### config.mk
export PLATFORM = sky130hd
export DESIGN_NAME = dssf_spi
export DESIGN_NICKNAME = d
export VERILOG_FILES = /design/src/dssf_spi.v
export VERILOG_INCLUDE_DIRS = /design/src
export SDC_FILE = /design/constraint.sdc
export NUM_CORES = 1
export LEC_CHECK = 0
export BUFFER_PORTS_ARGS = -buffer_cell sky130_fd_sc_hd__buf_2
export CAP_MARGIN = 10
export CORE_MARGIN = 5
export CORE_UTILIZATION = 54
export CTS_CLUSTER_DIAMETER = 80
export DETAILED_ROUTE_END_ITERATION = 16
export PLACE_DENSITY = 0.77
export SLEW_MARGIN = 20
export SYNTH_ARGS = -nofsm -noshare
export SYNTH_HDL_FRONTEND = slang
export SYNTH_SLANG_ARGS = --single-unit
### constraint.sdc
create_clock -name SYS_CLK -period 3 [get_ports SYS_CLK]
set_input_delay 0.3 -clock SYS_CLK [delete_from_list [all_inputs] [get_ports SYS_CLK]]
set_output_delay 0.3 -clock SYS_CLK [all_outputs]
set_load 0.03 [all_outputs]
### src/dssf_regs.vh
`ifndef DSSF_REGS_VH
`define DSSF_REGS_VH
// ----------------------------------------------------------------------------
// Frame lengths
// ----------------------------------------------------------------------------
`define DSSF_SQ_BITS      16
`define DSSF_SAT_BITS     80
// ----------------------------------------------------------------------------
// Squib port words
// ----------------------------------------------------------------------------
`define DSSF_SQ_FAULT     16'hD009
`define DSSF_SQ_RST_CMD   16'hFFAA
`define DSSF_SQ_RESET_VAL 16'h0000
// ----------------------------------------------------------------------------
// Satellite status response frame: length fault bit position
// ----------------------------------------------------------------------------
`define DSSF_SAT_LEN_BIT  79
// ----------------------------------------------------------------------------
// Pin idle levels: serial clocks low, chip selects high
// ----------------------------------------------------------------------------
`define DSSF_PIN_IDLE     4'h5
`endif

### src/dssf_spi.v
`timescale 1ns/1ps
`include "dssf_regs.vh"
// Operation
// RULE1 - Two independent slave ports, squib and satellite, usable at the same time.
// RULE2 - Squib port serves squib functions; satellite port serves satellite functions.
// RULE3 - Squib port software reset clears squib and satellite functions alike.
// RULE4 - Each port counts clock rising edges while selected for a length check.
// RULE5 - Squib frame not exactly 16 edges is discarded and answered by fault.
// RULE6 - Satellite frame not exactly 80 edges is discarded and flagged in status.
// RULE7 - Beyond 16 edges the squib output holds the sixteenth bit level.
// RULE8 - Beyond 80 edges the satellite output holds the eightieth bit level.
// RULE9 - Chip selects are active low; either or both may be asserted anytime.
// RULE10 - On select, enable the output driver and load status into shifter.
// RULE11 - While deselected, the data output stays in high impedance.
// RULE12 - One bit in and one bit out per serial clock cycle.
// RULE13 - Master and device sample incoming data on the rising clock edge.
// RULE14 - Device changes its outgoing bit on the falling clock edge.
// RULE15 - Device sends each word most significant bit first.
// RULE16 - Master sends each word most significant bit first.
// RULE17 - Squib reply appears during the following transfer, not the same one.
// RULE18 - A fixed fault word is loaded for the transfer after a length error.
module dssf_spi #(
  parameter SQ_BITS  = `DSSF_SQ_BITS,
  parameter SAT_BITS = `DSSF_SAT_BITS
) (
  // System
  input  wire                SYS_CLK,
  input  wire                RST_N,
  // Squib port pins
  input  wire                SQ_SCLK,
  input  wire                SQ_CS_N,
  input  wire                SQ_MOSI,
  output reg                 SQ_MISO_O,
  output reg                 SQ_MISO_OE,
  // Satellite port pins
  input  wire                SAT_SCLK,
  input  wire                SAT_CS_N,
  input  wire                SAT_MOSI,
  output reg                 SAT_MISO_O,
  output reg                 SAT_MISO_OE,
  // Squib function side
  input  wire [SQ_BITS-1:0]  SQ_REPLY,
  output reg  [SQ_BITS-1:0]  SQ_CMD,
  output reg                 SQ_CMD_VLD,
  // Satellite function side
  input  wire [SAT_BITS-1:0] SAT_STATUS,
  output reg  [SAT_BITS-1:0] SAT_CMD,
  output reg                 SAT_CMD_VLD,
  // Soft reset to squib and satellite functions
  output reg                 SOFT_RST
);

  // --------------------------------------------------------------------------
  // Pin synchronisers
  // --------------------------------------------------------------------------
  reg [3:0] meta_r;
  reg [3:0] sync_r;
  reg [3:0] sync_d_r;

  // RULE1 - separate synchronisers
  // Reset to the idle pin levels, so that release of reset shows no false clock edge.
  always @(posedge SYS_CLK) begin
    if (!RST_N) begin
      meta_r   <= `DSSF_PIN_IDLE;
      sync_r   <= `DSSF_PIN_IDLE;
      sync_d_r <= `DSSF_PIN_IDLE;
    end else begin
      meta_r   <= {SQ_SCLK, SQ_CS_N, SAT_SCLK, SAT_CS_N};
      sync_r   <= meta_r;
      sync_d_r <= sync_r;
    end
  end

  reg [1:0] mosi_meta_r;
  reg [1:0] mosi_r;

  always @(posedge SYS_CLK) begin
    if (!RST_N) begin
      mosi_meta_r <= 2'h0;
      mosi_r      <= 2'h0;
    end else begin
      mosi_meta_r <= {SQ_MOSI, SAT_MOSI};
      mosi_r      <= mosi_meta_r;
    end
  end

  // RULE9 - active low selects
  wire sq_sel     = ~sync_r[2];
  wire sq_sel_on  = ~sync_r[2] & sync_d_r[2];
  wire sq_sel_off = sync_r[2] & ~sync_d_r[2];
  // RULE13 - rising edge sampling
  wire sq_rise    = sync_r[3] & ~sync_d_r[3];
  // RULE14 - falling edge shifting
  wire sq_fall    = ~sync_r[3] & sync_d_r[3];
  wire sat_sel     = ~sync_r[0];
  wire sat_sel_on  = ~sync_r[0] & sync_d_r[0];
  wire sat_sel_off = sync_r[0] & ~sync_d_r[0];
  wire sat_rise    = sync_r[1] & ~sync_d_r[1];
  wire sat_fall    = ~sync_r[1] & sync_d_r[1];

  // --------------------------------------------------------------------------
  // Squib port
  // --------------------------------------------------------------------------
  reg [SQ_BITS-1:0] sq_tx_r;
  reg [SQ_BITS-1:0] sq_rx_r;
  reg [SQ_BITS-1:0] sq_reply_r;
  reg [7:0]         sq_cnt_r;
  reg               sq_err_r;
  wire [SQ_BITS-1:0] sq_load = sq_err_r ? `DSSF_SQ_FAULT : sq_reply_r;

  always @(posedge SYS_CLK) begin
    if (!RST_N) begin
      sq_tx_r    <= `DSSF_SQ_RESET_VAL;
      sq_rx_r    <= `DSSF_SQ_RESET_VAL;
      sq_reply_r <= `DSSF_SQ_RESET_VAL;
      sq_cnt_r   <= 8'h00;
      sq_err_r   <= 1'b0;
      SQ_MISO_O  <= 1'b0;
      SQ_MISO_OE <= 1'b0;
      SQ_CMD     <= `DSSF_SQ_RESET_VAL;
      SQ_CMD_VLD <= 1'b0;
      SOFT_RST   <= 1'b0;
    end else begin
      SQ_CMD_VLD <= 1'b0;
      SOFT_RST   <= 1'b0;
      if (sq_sel_on) begin
        // RULE10 - load and enable
        SQ_MISO_OE <= 1'b1;
        sq_cnt_r   <= 8'h00;
        // RULE17 - previous reply
        // RULE18 - fault word
        sq_tx_r    <= sq_load;
        SQ_MISO_O  <= sq_load[SQ_BITS-1];
      end else if (sq_sel) begin
        // RULE4 - count rising edges
        if (sq_rise) begin
          if (sq_cnt_r != 8'hFF) sq_cnt_r <= sq_cnt_r + 8'h01;
          // RULE12 - one bit in
          // RULE16 - MSB first input
          sq_rx_r <= {sq_rx_r[SQ_BITS-2:0], mosi_r[1]};
        end
        // RULE7 - hold sixteenth bit
        if (sq_fall && sq_cnt_r < SQ_BITS) begin
          // RULE15 - MSB first output
          sq_tx_r   <= {sq_tx_r[SQ_BITS-2:0], 1'b0};
          SQ_MISO_O <= sq_tx_r[SQ_BITS-2];
        end
      end
      if (sq_sel_off) begin
        // RULE11 - release output
        SQ_MISO_OE <= 1'b0;
        // RULE5 - length check
        if (sq_cnt_r == SQ_BITS) begin
          sq_err_r <= 1'b0;
          // RULE3 - global soft reset
          if (sq_rx_r == `DSSF_SQ_RST_CMD) SOFT_RST <= 1'b1;
          // RULE2 - pass command on
          else begin
            SQ_CMD     <= sq_rx_r;
            SQ_CMD_VLD <= 1'b1;
          end
        end else begin
          sq_err_r <= 1'b1;
        end
      end
      if (SQ_CMD_VLD) sq_reply_r <= SQ_REPLY;
    end
  end

  // --------------------------------------------------------------------------
  // Satellite port
  // --------------------------------------------------------------------------
  reg [SAT_BITS-1:0] sat_tx_r;
  reg [SAT_BITS-1:0] sat_rx_r;
  reg [7:0]          sat_cnt_r;
  reg                sat_err_r;
  wire [SAT_BITS-1:0] sat_load = SAT_STATUS |
                                 ({{(SAT_BITS-1){1'b0}}, sat_err_r} << `DSSF_SAT_LEN_BIT);

  always @(posedge SYS_CLK) begin
    if (!RST_N || SOFT_RST) begin
      sat_tx_r    <= {SAT_BITS{1'b0}};
      sat_rx_r    <= {SAT_BITS{1'b0}};
      sat_cnt_r   <= 8'h00;
      sat_err_r   <= 1'b0;
      SAT_MISO_O  <= 1'b0;
      SAT_MISO_OE <= 1'b0;
      SAT_CMD     <= {SAT_BITS{1'b0}};
      SAT_CMD_VLD <= 1'b0;
    end else begin
      SAT_CMD_VLD <= 1'b0;
      if (sat_sel_on) begin
        // RULE10 - capture status
        // RULE6 - fault in status frame
        SAT_MISO_OE <= 1'b1;
        sat_cnt_r   <= 8'h00;
        sat_tx_r    <= sat_load;
        SAT_MISO_O  <= sat_load[SAT_BITS-1];
      end else if (sat_sel) begin
        if (sat_rise) begin
          if (sat_cnt_r != 8'hFF) sat_cnt_r <= sat_cnt_r + 8'h01;
          sat_rx_r <= {sat_rx_r[SAT_BITS-2:0], mosi_r[0]};
        end
        // RULE8 - hold eightieth bit
        if (sat_fall && sat_cnt_r < SAT_BITS) begin
          sat_tx_r   <= {sat_tx_r[SAT_BITS-2:0], 1'b0};
          SAT_MISO_O <= sat_tx_r[SAT_BITS-2];
        end
      end
      if (sat_sel_off) begin
        SAT_MISO_OE <= 1'b0;
        if (sat_cnt_r == SAT_BITS) begin
          sat_err_r   <= 1'b0;
          SAT_CMD     <= sat_rx_r;
          SAT_CMD_VLD <= 1'b1;
        end else begin
          sat_err_r <= 1'b1;
        end
      end
    end
  end

endmodule

==> results.sh, run 1 <==
export IMPL_dr_pass1_iters=4
export IMPL_finalSetupTns_ns=0
export IMPL_worst_pin_slew_ns=0.859
export IMPL_cap_violations=0
export IMPL_ys_ff_latch=343
export IMPL_power_leakage_uw=0.00561
export IMPL_drc=0
export IMPL_cpPeakStageDelay_ns=0.51
export IMPL_period_needed_ns=2.34
export IMPL_syn_inst=1330
export IMPL_holdCritPathClass="in2reg"
export IMPL_crit_fanout=74
export IMPL_htree_levels=2
export IMPL_ys_warn_count=0
export IMPL_maxSlewViolCount=0
export IMPL_slew_headroom_pct=42.7
export IMPL_worstPathBufferInverterCount=1
export IMPL_path_cells="and2b_1 > or4b_4 > o21ba_2 > buf_4 > a22o_1"
export IMPL_endpoint="SAT_CMD[17]"
export IMPL_clk_latency_ns=0.50
export IMPL_grt_pass1_vias=9223
export IMPL_hold_viol_final=0
export IMPL_p_per_area_mw_per_mm2=621
export IMPL_reg2reg_slack_ns=0.66
export IMPL_area_growth_pct=18.1
export IMPL_die_h_um=163
export IMPL_path_class="reg2reg"
export IMPL_cts_sinks=343
export IMPL_period_share_pct=78.1
export IMPL_fp_coreArea_mm2=0.0233
export IMPL_avgSynthCellArea_um2=9.51
export IMPL_async_flop_share_pct=0
export IMPL_grt_overflow_total=0
export IMPL_io_buffers=206
export IMPL_antenna_found_initial=1
export IMPL_vias_per_cell=5.36
export IMPL_synth_edf_count=0
export IMPL_ctsLongestPathBuffers=3
export IMPL_setup_violations=0
export IMPL_reg2regPathDepth=5
export IMPL_worstReg2RegEnd="SAT_CMD[17]"
export IMPL_start_kind="flop"
export IMPL_ir_drop_mv=0.472
export IMPL_outcome="complete, no violations"
export IMPL_fp_dieW_um=163
export IMPL_power_total_uw=9270
export IMPL_syn_nets=1438
export IMPL_final_cells=1829
export IMPL_via_count=9807
export IMPL_grt_max_degree=85
export IMPL_drtAntennaViolNets=0
export IMPL_nets=1593
export IMPL_dp_hpwl_um=17000
export IMPL_worstPathArrival_ns=2.73
export IMPL_yosysSeqAreaShare_pct=54.3
export IMPL_dieArea_mm2=0.0266
export IMPL_cp_depth=5
export IMPL_drive_above_1_share_pct=19.5
export IMPL_netlist_area_mm2=0.0126
export IMPL_crit_family="simple AND/OR/NAND/NOR gates"
export IMPL_grtUsageTotal_pct=19.8
export IMPL_cts_tree="yes"
export IMPL_fin_hold_ws_ns=0.0236
export IMPL_first_iter_violations=661
export IMPL_worst_endpoint_required_ns=3.39
export IMPL_wl_per_cell_um=14.8
export IMPL_synth_flop_cell="dfxtp_1"
export IMPL_wirelength_um=27100
export IMPL_rsz0062_at_grt="false"
export IMPL_cts_root_buf="clkbuf_16"
export IMPL_grt_pass1_wl_um=45200
export IMPL_placed_cells=1766
export IMPL_cts_resized=0
export IMPL_fp_row_count=56
export IMPL_cp_slowest_cell="or4b_4"
export IMPL_numCtsBuffers=34
export IMPL_startpoint="sync_r[0]"
export IMPL_synth_cell_type_count=48
export IMPL_fmax_mhz=427
export IMPL_skew_ns=0.0139
export IMPL_cp_end_kind="flop"
export IMPL_start_util_pct=54.4
export IMPL_path_clk_slew_ns=0.06
export IMPL_ios=207
export IMPL_gp_congestion=0.807
export IMPL_reg2reg_from="sync_r[0]"
-- how the worst min path moves through the flow --
stage	endpoint	start	slack, ns	depth (start not counted)
after floorplan	sync_r[0]	meta_r[0]	0.39	1
after global placement	sync_r[2]	meta_r[2]	0.40	1
after detailed placement	sync_r[0]	meta_r[0]	0.41	1
after CTS	meta_r[3]	SQ_SCLK	0.01	2
after global routing	meta_r[0]	SAT_CS_N	0.02	2
final	meta_r[3]	SQ_SCLK	0.02	2
-- synth_stat cells, types with 6 or more instances --
master	n	area share [%]
and2_1	12	0.59
inv_1	8	0.24
nand2_1	205	6.1
nand2b_1	12	0.59
buf_2	22	0.87
a211oi_1	83	4.9
a22o_1	80	5.5
dfxtp_1	343	54
mux2i_1	97	7.7
a21oi_1	136	5.4
nor2_1	120	3.6
clkbuf_1	69	2.0
or3_1	6	0.30
nand3_1	22	0.87
and3_1	6	0.30
o21ai_0	23	0.91
buf_6	8	0.71
o221a_2	7	0.62
buf_1	7	0.21
-- flip-flops by register name, indices dropped and copies added (netlist names), 8 cells and up --
name and count:
sq_reply_r 16, SQ_CMD 16, SAT_CMD 80, sat_tx_r 79
sat_rx_r 80, sq_tx_r 15, sq_cnt_r 8, sat_cnt_r 8
sq_rx_r 16
-- worst register-to-register path, stage by stage (launching register included) --
cell	delay, ns
dfxtp_1	0.46
and2b_1	0.24
or4b_4	0.51
o21ba_2	0.30
buf_4	0.36
a22o_1	0.39
-- kinds of logic after synthesis --
| group | after synthesis | share of synthesized area, % |
|---|---|---|
| fa+ha+maj | 4 | 0.396 |
| buf+inv | 115 | 4.14 |
| xor+xnor | 7 | 0.485 |
| flops | 343 | 54.3 |
| simple gates | 416 | 14.4 |
| compound gates | 348 | 18.6 |
| mux | 97 | 7.68 |
-- placed cells by master (no fill, tap or decap), types with 6 or more instances in the layout --
master / Yosys / routed
mux2i_1: 97 / 97
nand2_1: 205 / 205
a22o_1: 80 / 80
and2_1: 12 / 12
o21ai_0: 23 / 23
nand3_1: 22 / 22
dfxtp_1: 343 / 343
a21oi_1: 136 / 136
buf_2: 22 / 206
clkbuf_16: 0 / 35
nand2b_1: 12 / 10
clkbuf_8: 0 / 8
inv_1: 8 / 7
buf_4: 1 / 14
a211oi_1: 83 / 83
or3_1: 6 / 6
o221a_2: 7 / 7
nor2_1: 120 / 120
clkbuf_1: 69 / 9
and3_1: 6 / 6
-- stage by stage --
step | area, um^2 | setup WS [ns] | util [%]
final | 14900 | 0.656 | 64.2
after global routing | 14900 | 0.552 | 64.2
after CTS | 14900 | 0.663 | 64.2
after detailed placement | 13800 | 0.671 | 59.3
after global placement | 13800 | 0.775 | 59.3
after floorplan | 12600 | 1.16 | -
-- repair_timing --
action / CTS / global route
endpoints found under the hold margin: 2 / 0
setup buffers: 0 / 0
hold buffers: 2 / 0
-- layout make-up --
cell class | count | area [um^2]
flip-flops and latches | 343 | 6870
repair buffers | 226 | 1240
diodes | 1 | 2.50
multi-input cells | 872 | 5290
clock buffers | 52 | 1020
fillers | 1938 | 8330
clock inverters | 8 | 93.8
well taps | 319 | 399
inverters | 8 | 30.0
-- per-layer routing --
metal,track usage [%],vias up,routed length [um]
met1,28.2,4520,12600
met5,0,-,0
met4,5.45,0,458
met3,3.23,37,1530
met2,31.3,243,12500
li1,-,5007,-
-- where the power goes --
part | switching, uW | internal (uW)
clock | 1680 | 2520
sequential | 41.8 | 4630
combinational | 230 | 170
total | 1950 | 7320
No activity file was read; power rests on OpenSTA's default activity.
==> run 2, diff against run 1 <==
Settings changed: ABC_AREA set to 1, PLACE_DENSITY 0.77 to 0.76.
Clock period 3 ns to 2.4 ns, I/O delays scaled along.
==> results.sh, run 2 <==
export IMPL_rsz0062_at_grt="false"
export IMPL_place_ws_ns=0.508
export IMPL_synth_flop_cell="dfxtp_1"
export IMPL_reg_top3="SAT_CMD x80, sat_rx_r x80, sat_tx_r x79"
export IMPL_dieArea_mm2=0.0299
export IMPL_fp_row_count=59
export IMPL_worst_pin_slew_ns=0.687
export IMPL_ctsLongestPathBuffers=3
export IMPL_io_buffers=206
export IMPL_die_h_um=173
export IMPL_htree_levels=2
export IMPL_cts_sinks=343
export IMPL_cts_tree="yes"
export IMPL_period_share_pct=81.8
export IMPL_fmax_mhz=510
export IMPL_reg2reg_slack_ns=0.44
export IMPL_path_cells="nand2_1 > o21bai_1 > nand2_4 > buf_12 > nand3_1 > nand2_1 > nor2_1"
export IMPL_grt_pass1_wl_um=54100
export IMPL_reg2reg_from="sat_cnt_r[6]"
export IMPL_wl_per_cell_um=13.2
export IMPL_via_count=12459
export IMPL_dr_pass1_iters=6
export IMPL_area_growth_pct=17.1
export IMPL_worstPathBufferInverterCount=1
export IMPL_clk_latency_ns=0.52
export IMPL_outcome="complete, no violations"
export IMPL_synth_common_cells="dfxtp_1 (343), nand2_1 (295), inv_1 (235)"
export IMPL_diodes=0
export IMPL_synth_top_area_cell="dfxtp_1"
export IMPL_wirelength_um=32100
export IMPL_holdCritPathClass="in2reg"
export IMPL_first_iter_violations=958
export IMPL_crit_top_cell="nand2_1"
export IMPL_start_kind="flop"
export IMPL_syn_inst=1915
export IMPL_path_clk_slew_ns=0.06
export IMPL_grt_max_degree=160
export IMPL_start_util_pct=55.0
export IMPL_antenna_found_initial=0
export IMPL_cp_slowest_cell="nand2_4"
export IMPL_grt_pass1_vias=11438
export IMPL_power_leakage_uw=0.00759
export IMPL_drc=0
export IMPL_synth_top_area_share_pct=48.0
export IMPL_fp_coreArea_mm2=0.0261
export IMPL_power_total_uw=12200
export IMPL_ios=207
export IMPL_dp_hpwl_um=20100
export IMPL_period_needed_ns=1.96
export IMPL_avgSynthCellArea_um2=7.48
export IMPL_cp_depth=7
export IMPL_cpPeakStageDelay_ns=0.48
export IMPL_syn_nets=2023
export IMPL_skew_ns=0.0185
export IMPL_gp_congestion=0.805
export IMPL_path_class="reg2reg"
export IMPL_async_flop_share_pct=0
export IMPL_ys_ff_latch=343
export IMPL_ys_warn_count=0
export IMPL_synth_edf_count=0
export IMPL_ir_drop_mv=0.512
export IMPL_cts_setup_buffers=0
export IMPL_startpoint="sat_cnt_r[6]"
export IMPL_maxSlewViolCount=0
export IMPL_drtAntennaViolNets=0
export IMPL_setup_violations=0
export IMPL_setup_ws_ns=0.438
export IMPL_worstPathArrival_ns=2.35
export IMPL_crit_family="simple AND/OR/NAND/NOR gates"
export IMPL_drive_above_1_share_pct=17.7
export IMPL_cap_violations=0
export IMPL_finalSetupTns_ns=0
export IMPL_cp_end_kind="flop"
export IMPL_fp_dieW_um=173
export IMPL_synth_most_common_cell="dfxtp_1"
export IMPL_cts_root_buf="clkbuf_16"
export IMPL_grtUsageTotal_pct=20.4
export IMPL_final_cell_mix="dfxtp_1 (343), nand2_1 (295), inv_1 (235)"
export IMPL_yosysSeqAreaShare_pct=48.0
export IMPL_layout_commonest_cell="dfxtp_1"
export IMPL_synthTopCellsByArea="dfxtp_1 (48%), nand2_1 (7.7%), a21oi_1 (7.0%)"
export IMPL_numCtsBuffers=36
export IMPL_slew_headroom_pct=54.2
export IMPL_worst_endpoint_required_ns=2.79
export IMPL_crit_fanout=59
export IMPL_reg2regPathDepth=7
export IMPL_nets=2181
export IMPL_hold_viol_final=0
export IMPL_grt_overflow_total=0
export IMPL_synth_cell_type_count=34
export IMPL_fill_cells=2250
export IMPL_vias_per_cell=5.12
export IMPL_endpoint="sat_tx_r[24]"
export IMPL_worstReg2RegEnd="sat_tx_r[24]"
export IMPL_p_per_area_mw_per_mm2=730
export IMPL_netlist_area_mm2=0.0143
run 2: kinds of logic after synthesis:
group / Yosys count / synth area share (%)
AO/OA/AOI/OAI: 476 / 18.3
XOR/XNOR: 5 / 0.306
adder cells (fa/ha/maj): 4 / 0.350
buffers and inverters: 373 / 11.6
flip-flops: 343 / 48.0
AND/OR/NAND/NOR: 714 / 21.4
run 2: layer usage:
metal	vias to the layer above	global-route usage (%)	wire length, um
li1	6467	-	-
met4	0	5.90	762
met1	5617	27.5	14600
met2	319	33.5	14900
met5	-	0	0
met3	56	4.21	1790
run 2: cell type report:
type | count | area, um^2 | area share (%)
flip-flops and latches | 343 | 6870 | 40.9
inverters | 240 | 908 | 5.42
multi-input cells | 1199 | 5800 | 34.6
well taps | 335 | 419 | 2.50
repair buffers | 253 | 1540 | 9.19
clock inverters | 13 | 220 | 1.31
clock buffers | 49 | 1010 | 6.02
run 2: metrics by stage:
stage	area (um^2)	std cells	utilization, %	hold slack, ns
finish	16800	2432	64.3	0.0731
global route	16800	2432	64.3	0.0764
CTS	16800	2432	64.3	0.0543
detailed placement	15300	2347	58.7	0.397
global placement	15300	2347	58.7	0.400
floorplan	14300	1915	-	0.338
run 2: worst min path at each step:
stage          depth (start not counted)           start      endpoint  slack (ns)
2_1_floorplan                          2        SAT_SCLK     meta_r[1]        0.34
3_3_place_gp                           2       meta_r[3]     sync_r[3]        0.40
3_5_place_dp                           2       meta_r[3]     sync_r[3]        0.40
4_1_cts                                5  SAT_STATUS[57]  sat_tx_r[57]        0.05
5_1_grt                                5  SAT_STATUS[44]  sat_tx_r[44]        0.08
6_report                               5  SAT_STATUS[58]  sat_tx_r[58]        0.07
run 2: what timing repair did:
action / CTS / global route
hold endpoints to repair: 23 / 0
hold buffers: 23 / 0
gates resized for setup: 0 / 0
run 2: worst min-delay path, stage by stage:
cell and delay [ns]:
buf_2 0.07, nand2_1 0.04, o21ai_0 0.06, a21oi_1 0.04, nor2_1 0.09
run 2: where the power goes:
group	internal (uW)	switching [uW]	total, uW
Clock	3510	2240	5740
Sequential	5800	31.6	5830
Combinational	268	405	673
==> run 3, diff against run 2 <==
Settings changed: CORE_UTILIZATION 54 to 52.
Clock period 2.4 ns to 1.6 ns, I/O delays scaled along.
==> results.sh, run 3 (same netlist as run 2, synthesis figures left out) <==
export IMPL_drtAntennaViolNets=0
export IMPL_clk_latency_ns=0.51
export IMPL_outcome="finished, violations left"
export IMPL_path_class="reg2reg"
export IMPL_dpl_instance_area_mm2=0.0156
export IMPL_first_iter_violations=1054
export IMPL_crit_fanout=5
export IMPL_path_cells="inv_2 > ha_4 > nand2_4 > nor2_4 > nand4_4 > buf_12 > clkbuf_16 > nand3_2 > o21ai_2"
export IMPL_area_growth_pct=23.4
export IMPL_final_cell_mix="dfxtp_1 (340), nand2_1 (292), inv_1 (233)"
export IMPL_cts_sinks=343
export IMPL_ir_drop_mv=0.746
export IMPL_fp_dieW_um=176
export IMPL_grt_overflow_total=0
export IMPL_setup_violations=11
export IMPL_cts_tree="yes"
export IMPL_cap_violations=0
export IMPL_dr_pass1_iters=5
export IMPL_start_util_pct=53.0
export IMPL_maxSlewViolCount=0
export IMPL_holdCritPathClass="in2reg"
export IMPL_via_count=12720
export IMPL_power_net_switching_uw=3970
export IMPL_reg_top3="SAT_CMD x80, sat_rx_r x80, sat_tx_r x79"
export IMPL_io_buffers=206
export IMPL_dieArea_mm2=0.0310
export IMPL_ctsLongestPathBuffers=3
export IMPL_crit_family="simple AND/OR/NAND/NOR gates"
export IMPL_reg2reg_slack_ns=-0.02
export IMPL_fp_row_count=60
export IMPL_gp_congestion=0.819
export IMPL_die_h_um=176
export IMPL_drive_above_1_share_pct=20.5
export IMPL_wl_per_cell_um=13.6
export IMPL_hold_viol_final=0
export IMPL_start_kind="flop"
export IMPL_period_needed_ns=1.62
export IMPL_intPower_uw=13900
export IMPL_power_total_uw=17900
export IMPL_worst_endpoint_required_ns=1.99
export IMPL_dp_hpwl_um=20300
export IMPL_path_clk_slew_ns=0.06
export IMPL_layout_commonest_cell="dfxtp_1"
export IMPL_setup_ws_ns=-0.0243
export IMPL_skew_ns=0.0206
export IMPL_clkPwrFrac_pct=44.8
export IMPL_p_seq_share_pct=48.9
export IMPL_cts_root_buf="clkbuf_16"
export IMPL_fin_hold_ws_ns=0.0122
export IMPL_slew_headroom_pct=66.4
export IMPL_ios=207
export IMPL_place_ws_ns=-0.0203
export IMPL_grt_pass1_vias=11543
export IMPL_sw_frac_of_total_pct=22.2
export IMPL_wirelength_um=33900
export IMPL_final_cell_area_mm2=0.0177
export IMPL_rsz0062_at_grt="true"
export IMPL_numCtsBuffers=36
export IMPL_violations="negative setup slack"
export IMPL_diodes=0
export IMPL_drc=0
export IMPL_antenna_found_initial=0
export IMPL_p_per_area_mw_per_mm2=1010
export IMPL_power_leakage_uw=0.00794
export IMPL_period_share_pct=102
export IMPL_htree_levels=2
export IMPL_grt_max_degree=83
export IMPL_cp_end_kind="flop"
export IMPL_grtUsageTotal_pct=20.1
export IMPL_p_comb_share_pct=6.3
export IMPL_cpPeakStageDelay_ns=0.33
export IMPL_worstPathBufferInverterCount=3
export IMPL_fmax_mhz=616
export IMPL_fp_coreArea_mm2=0.0270
export IMPL_worst_pin_slew_ns=0.505
export IMPL_vias_per_cell=5.10
export IMPL_grt_pass1_wl_um=54200
export IMPL_worstPathArrival_ns=2.01
export IMPL_finalSetupTns_ns=-0.139
export IMPL_nets=2236
export IMPL_cp_slowest_cell="dfxtp_2"
==> run 3: changes by cell type in the layout (fill, tap and decap cells not counted), sizes merged <==
cell,delta
clkinv,-4
clkinvlp,+2
buf,+25
clkbuf,+12
dlygate4sd3,+26
bufinv,-5
==> run 3: routing by layer <==
layer  wire length [um]  part of all wire, %  up-vias  global-route usage [%]
li1                   -                    -     6572                       -
met1              15400                   46     5779                    27.8
met2              16100                   47      308                    33.1
met3               1740                  5.1       61                    3.08
met4                656                  1.9        0                    5.52
met5                  0                    0        -                       0
==> run 3: layout make-up <==
| class | instances | area, um^2 |
|---|---|---|
| sequential | 343 | 6870 |
| clock inverter | 6 | 42.5 |
| timing repair buffer | 308 | 2320 |
| multi-input combinational | 1199 | 6010 |
| fill | 2238 | 9350 |
| inverter | 240 | 908 |
| tap | 341 | 427 |
| clock buffer | 57 | 1100 |
==> run 3: power groups by stage <==
stage / clock network [uW] / registers, uW / logic (uW)
after CTS: 8200 / 8740 / 1110
final: 8010 / 8740 / 1130
after global placement: 0 / 8920 / 989
after detailed placement: 0 / 8930 / 1010
after floorplan: 0 / 8930 / 680
after global routing: 8590 / 8750 / 1290
==> run 3: final timing paths <==
kind | from | end | cells past startpoint
max reg2reg | sat_cnt_r[0] | SAT_CMD[13] | 9
max | sat_cnt_r[0] | SAT_CMD[13] | 9
min reg2reg | meta_r[1] | sync_r[1] | 2
min | SAT_STATUS[66] | sat_tx_r[66] | 5
==> run 3: per-stage QoR <==
stage               util [%]  instances
global placement        57.9       2374
detailed placement      57.9       2374
floorplan                  -       1915
finish                  65.4       2494
CTS                     63.9       2486
global route            65.4       2494
==> run 3: worst min-delay path: cells and delay by family <==
family	cells	cell delay (ns)
simple gates	2	0.12
compound gates	2	0.11
buf+inv	1	0.08
==> run 3: timing repair <==
item                                    4_1_cts  5_1_grt
gates cloned                                  0        6
endpoints found under the setup margin        3      132
hold buffers                                 49        0
resized for setup                             1       55
pin swaps                                     0        3
buffers inserted                              0        2
hold endpoints to repair                     49        0
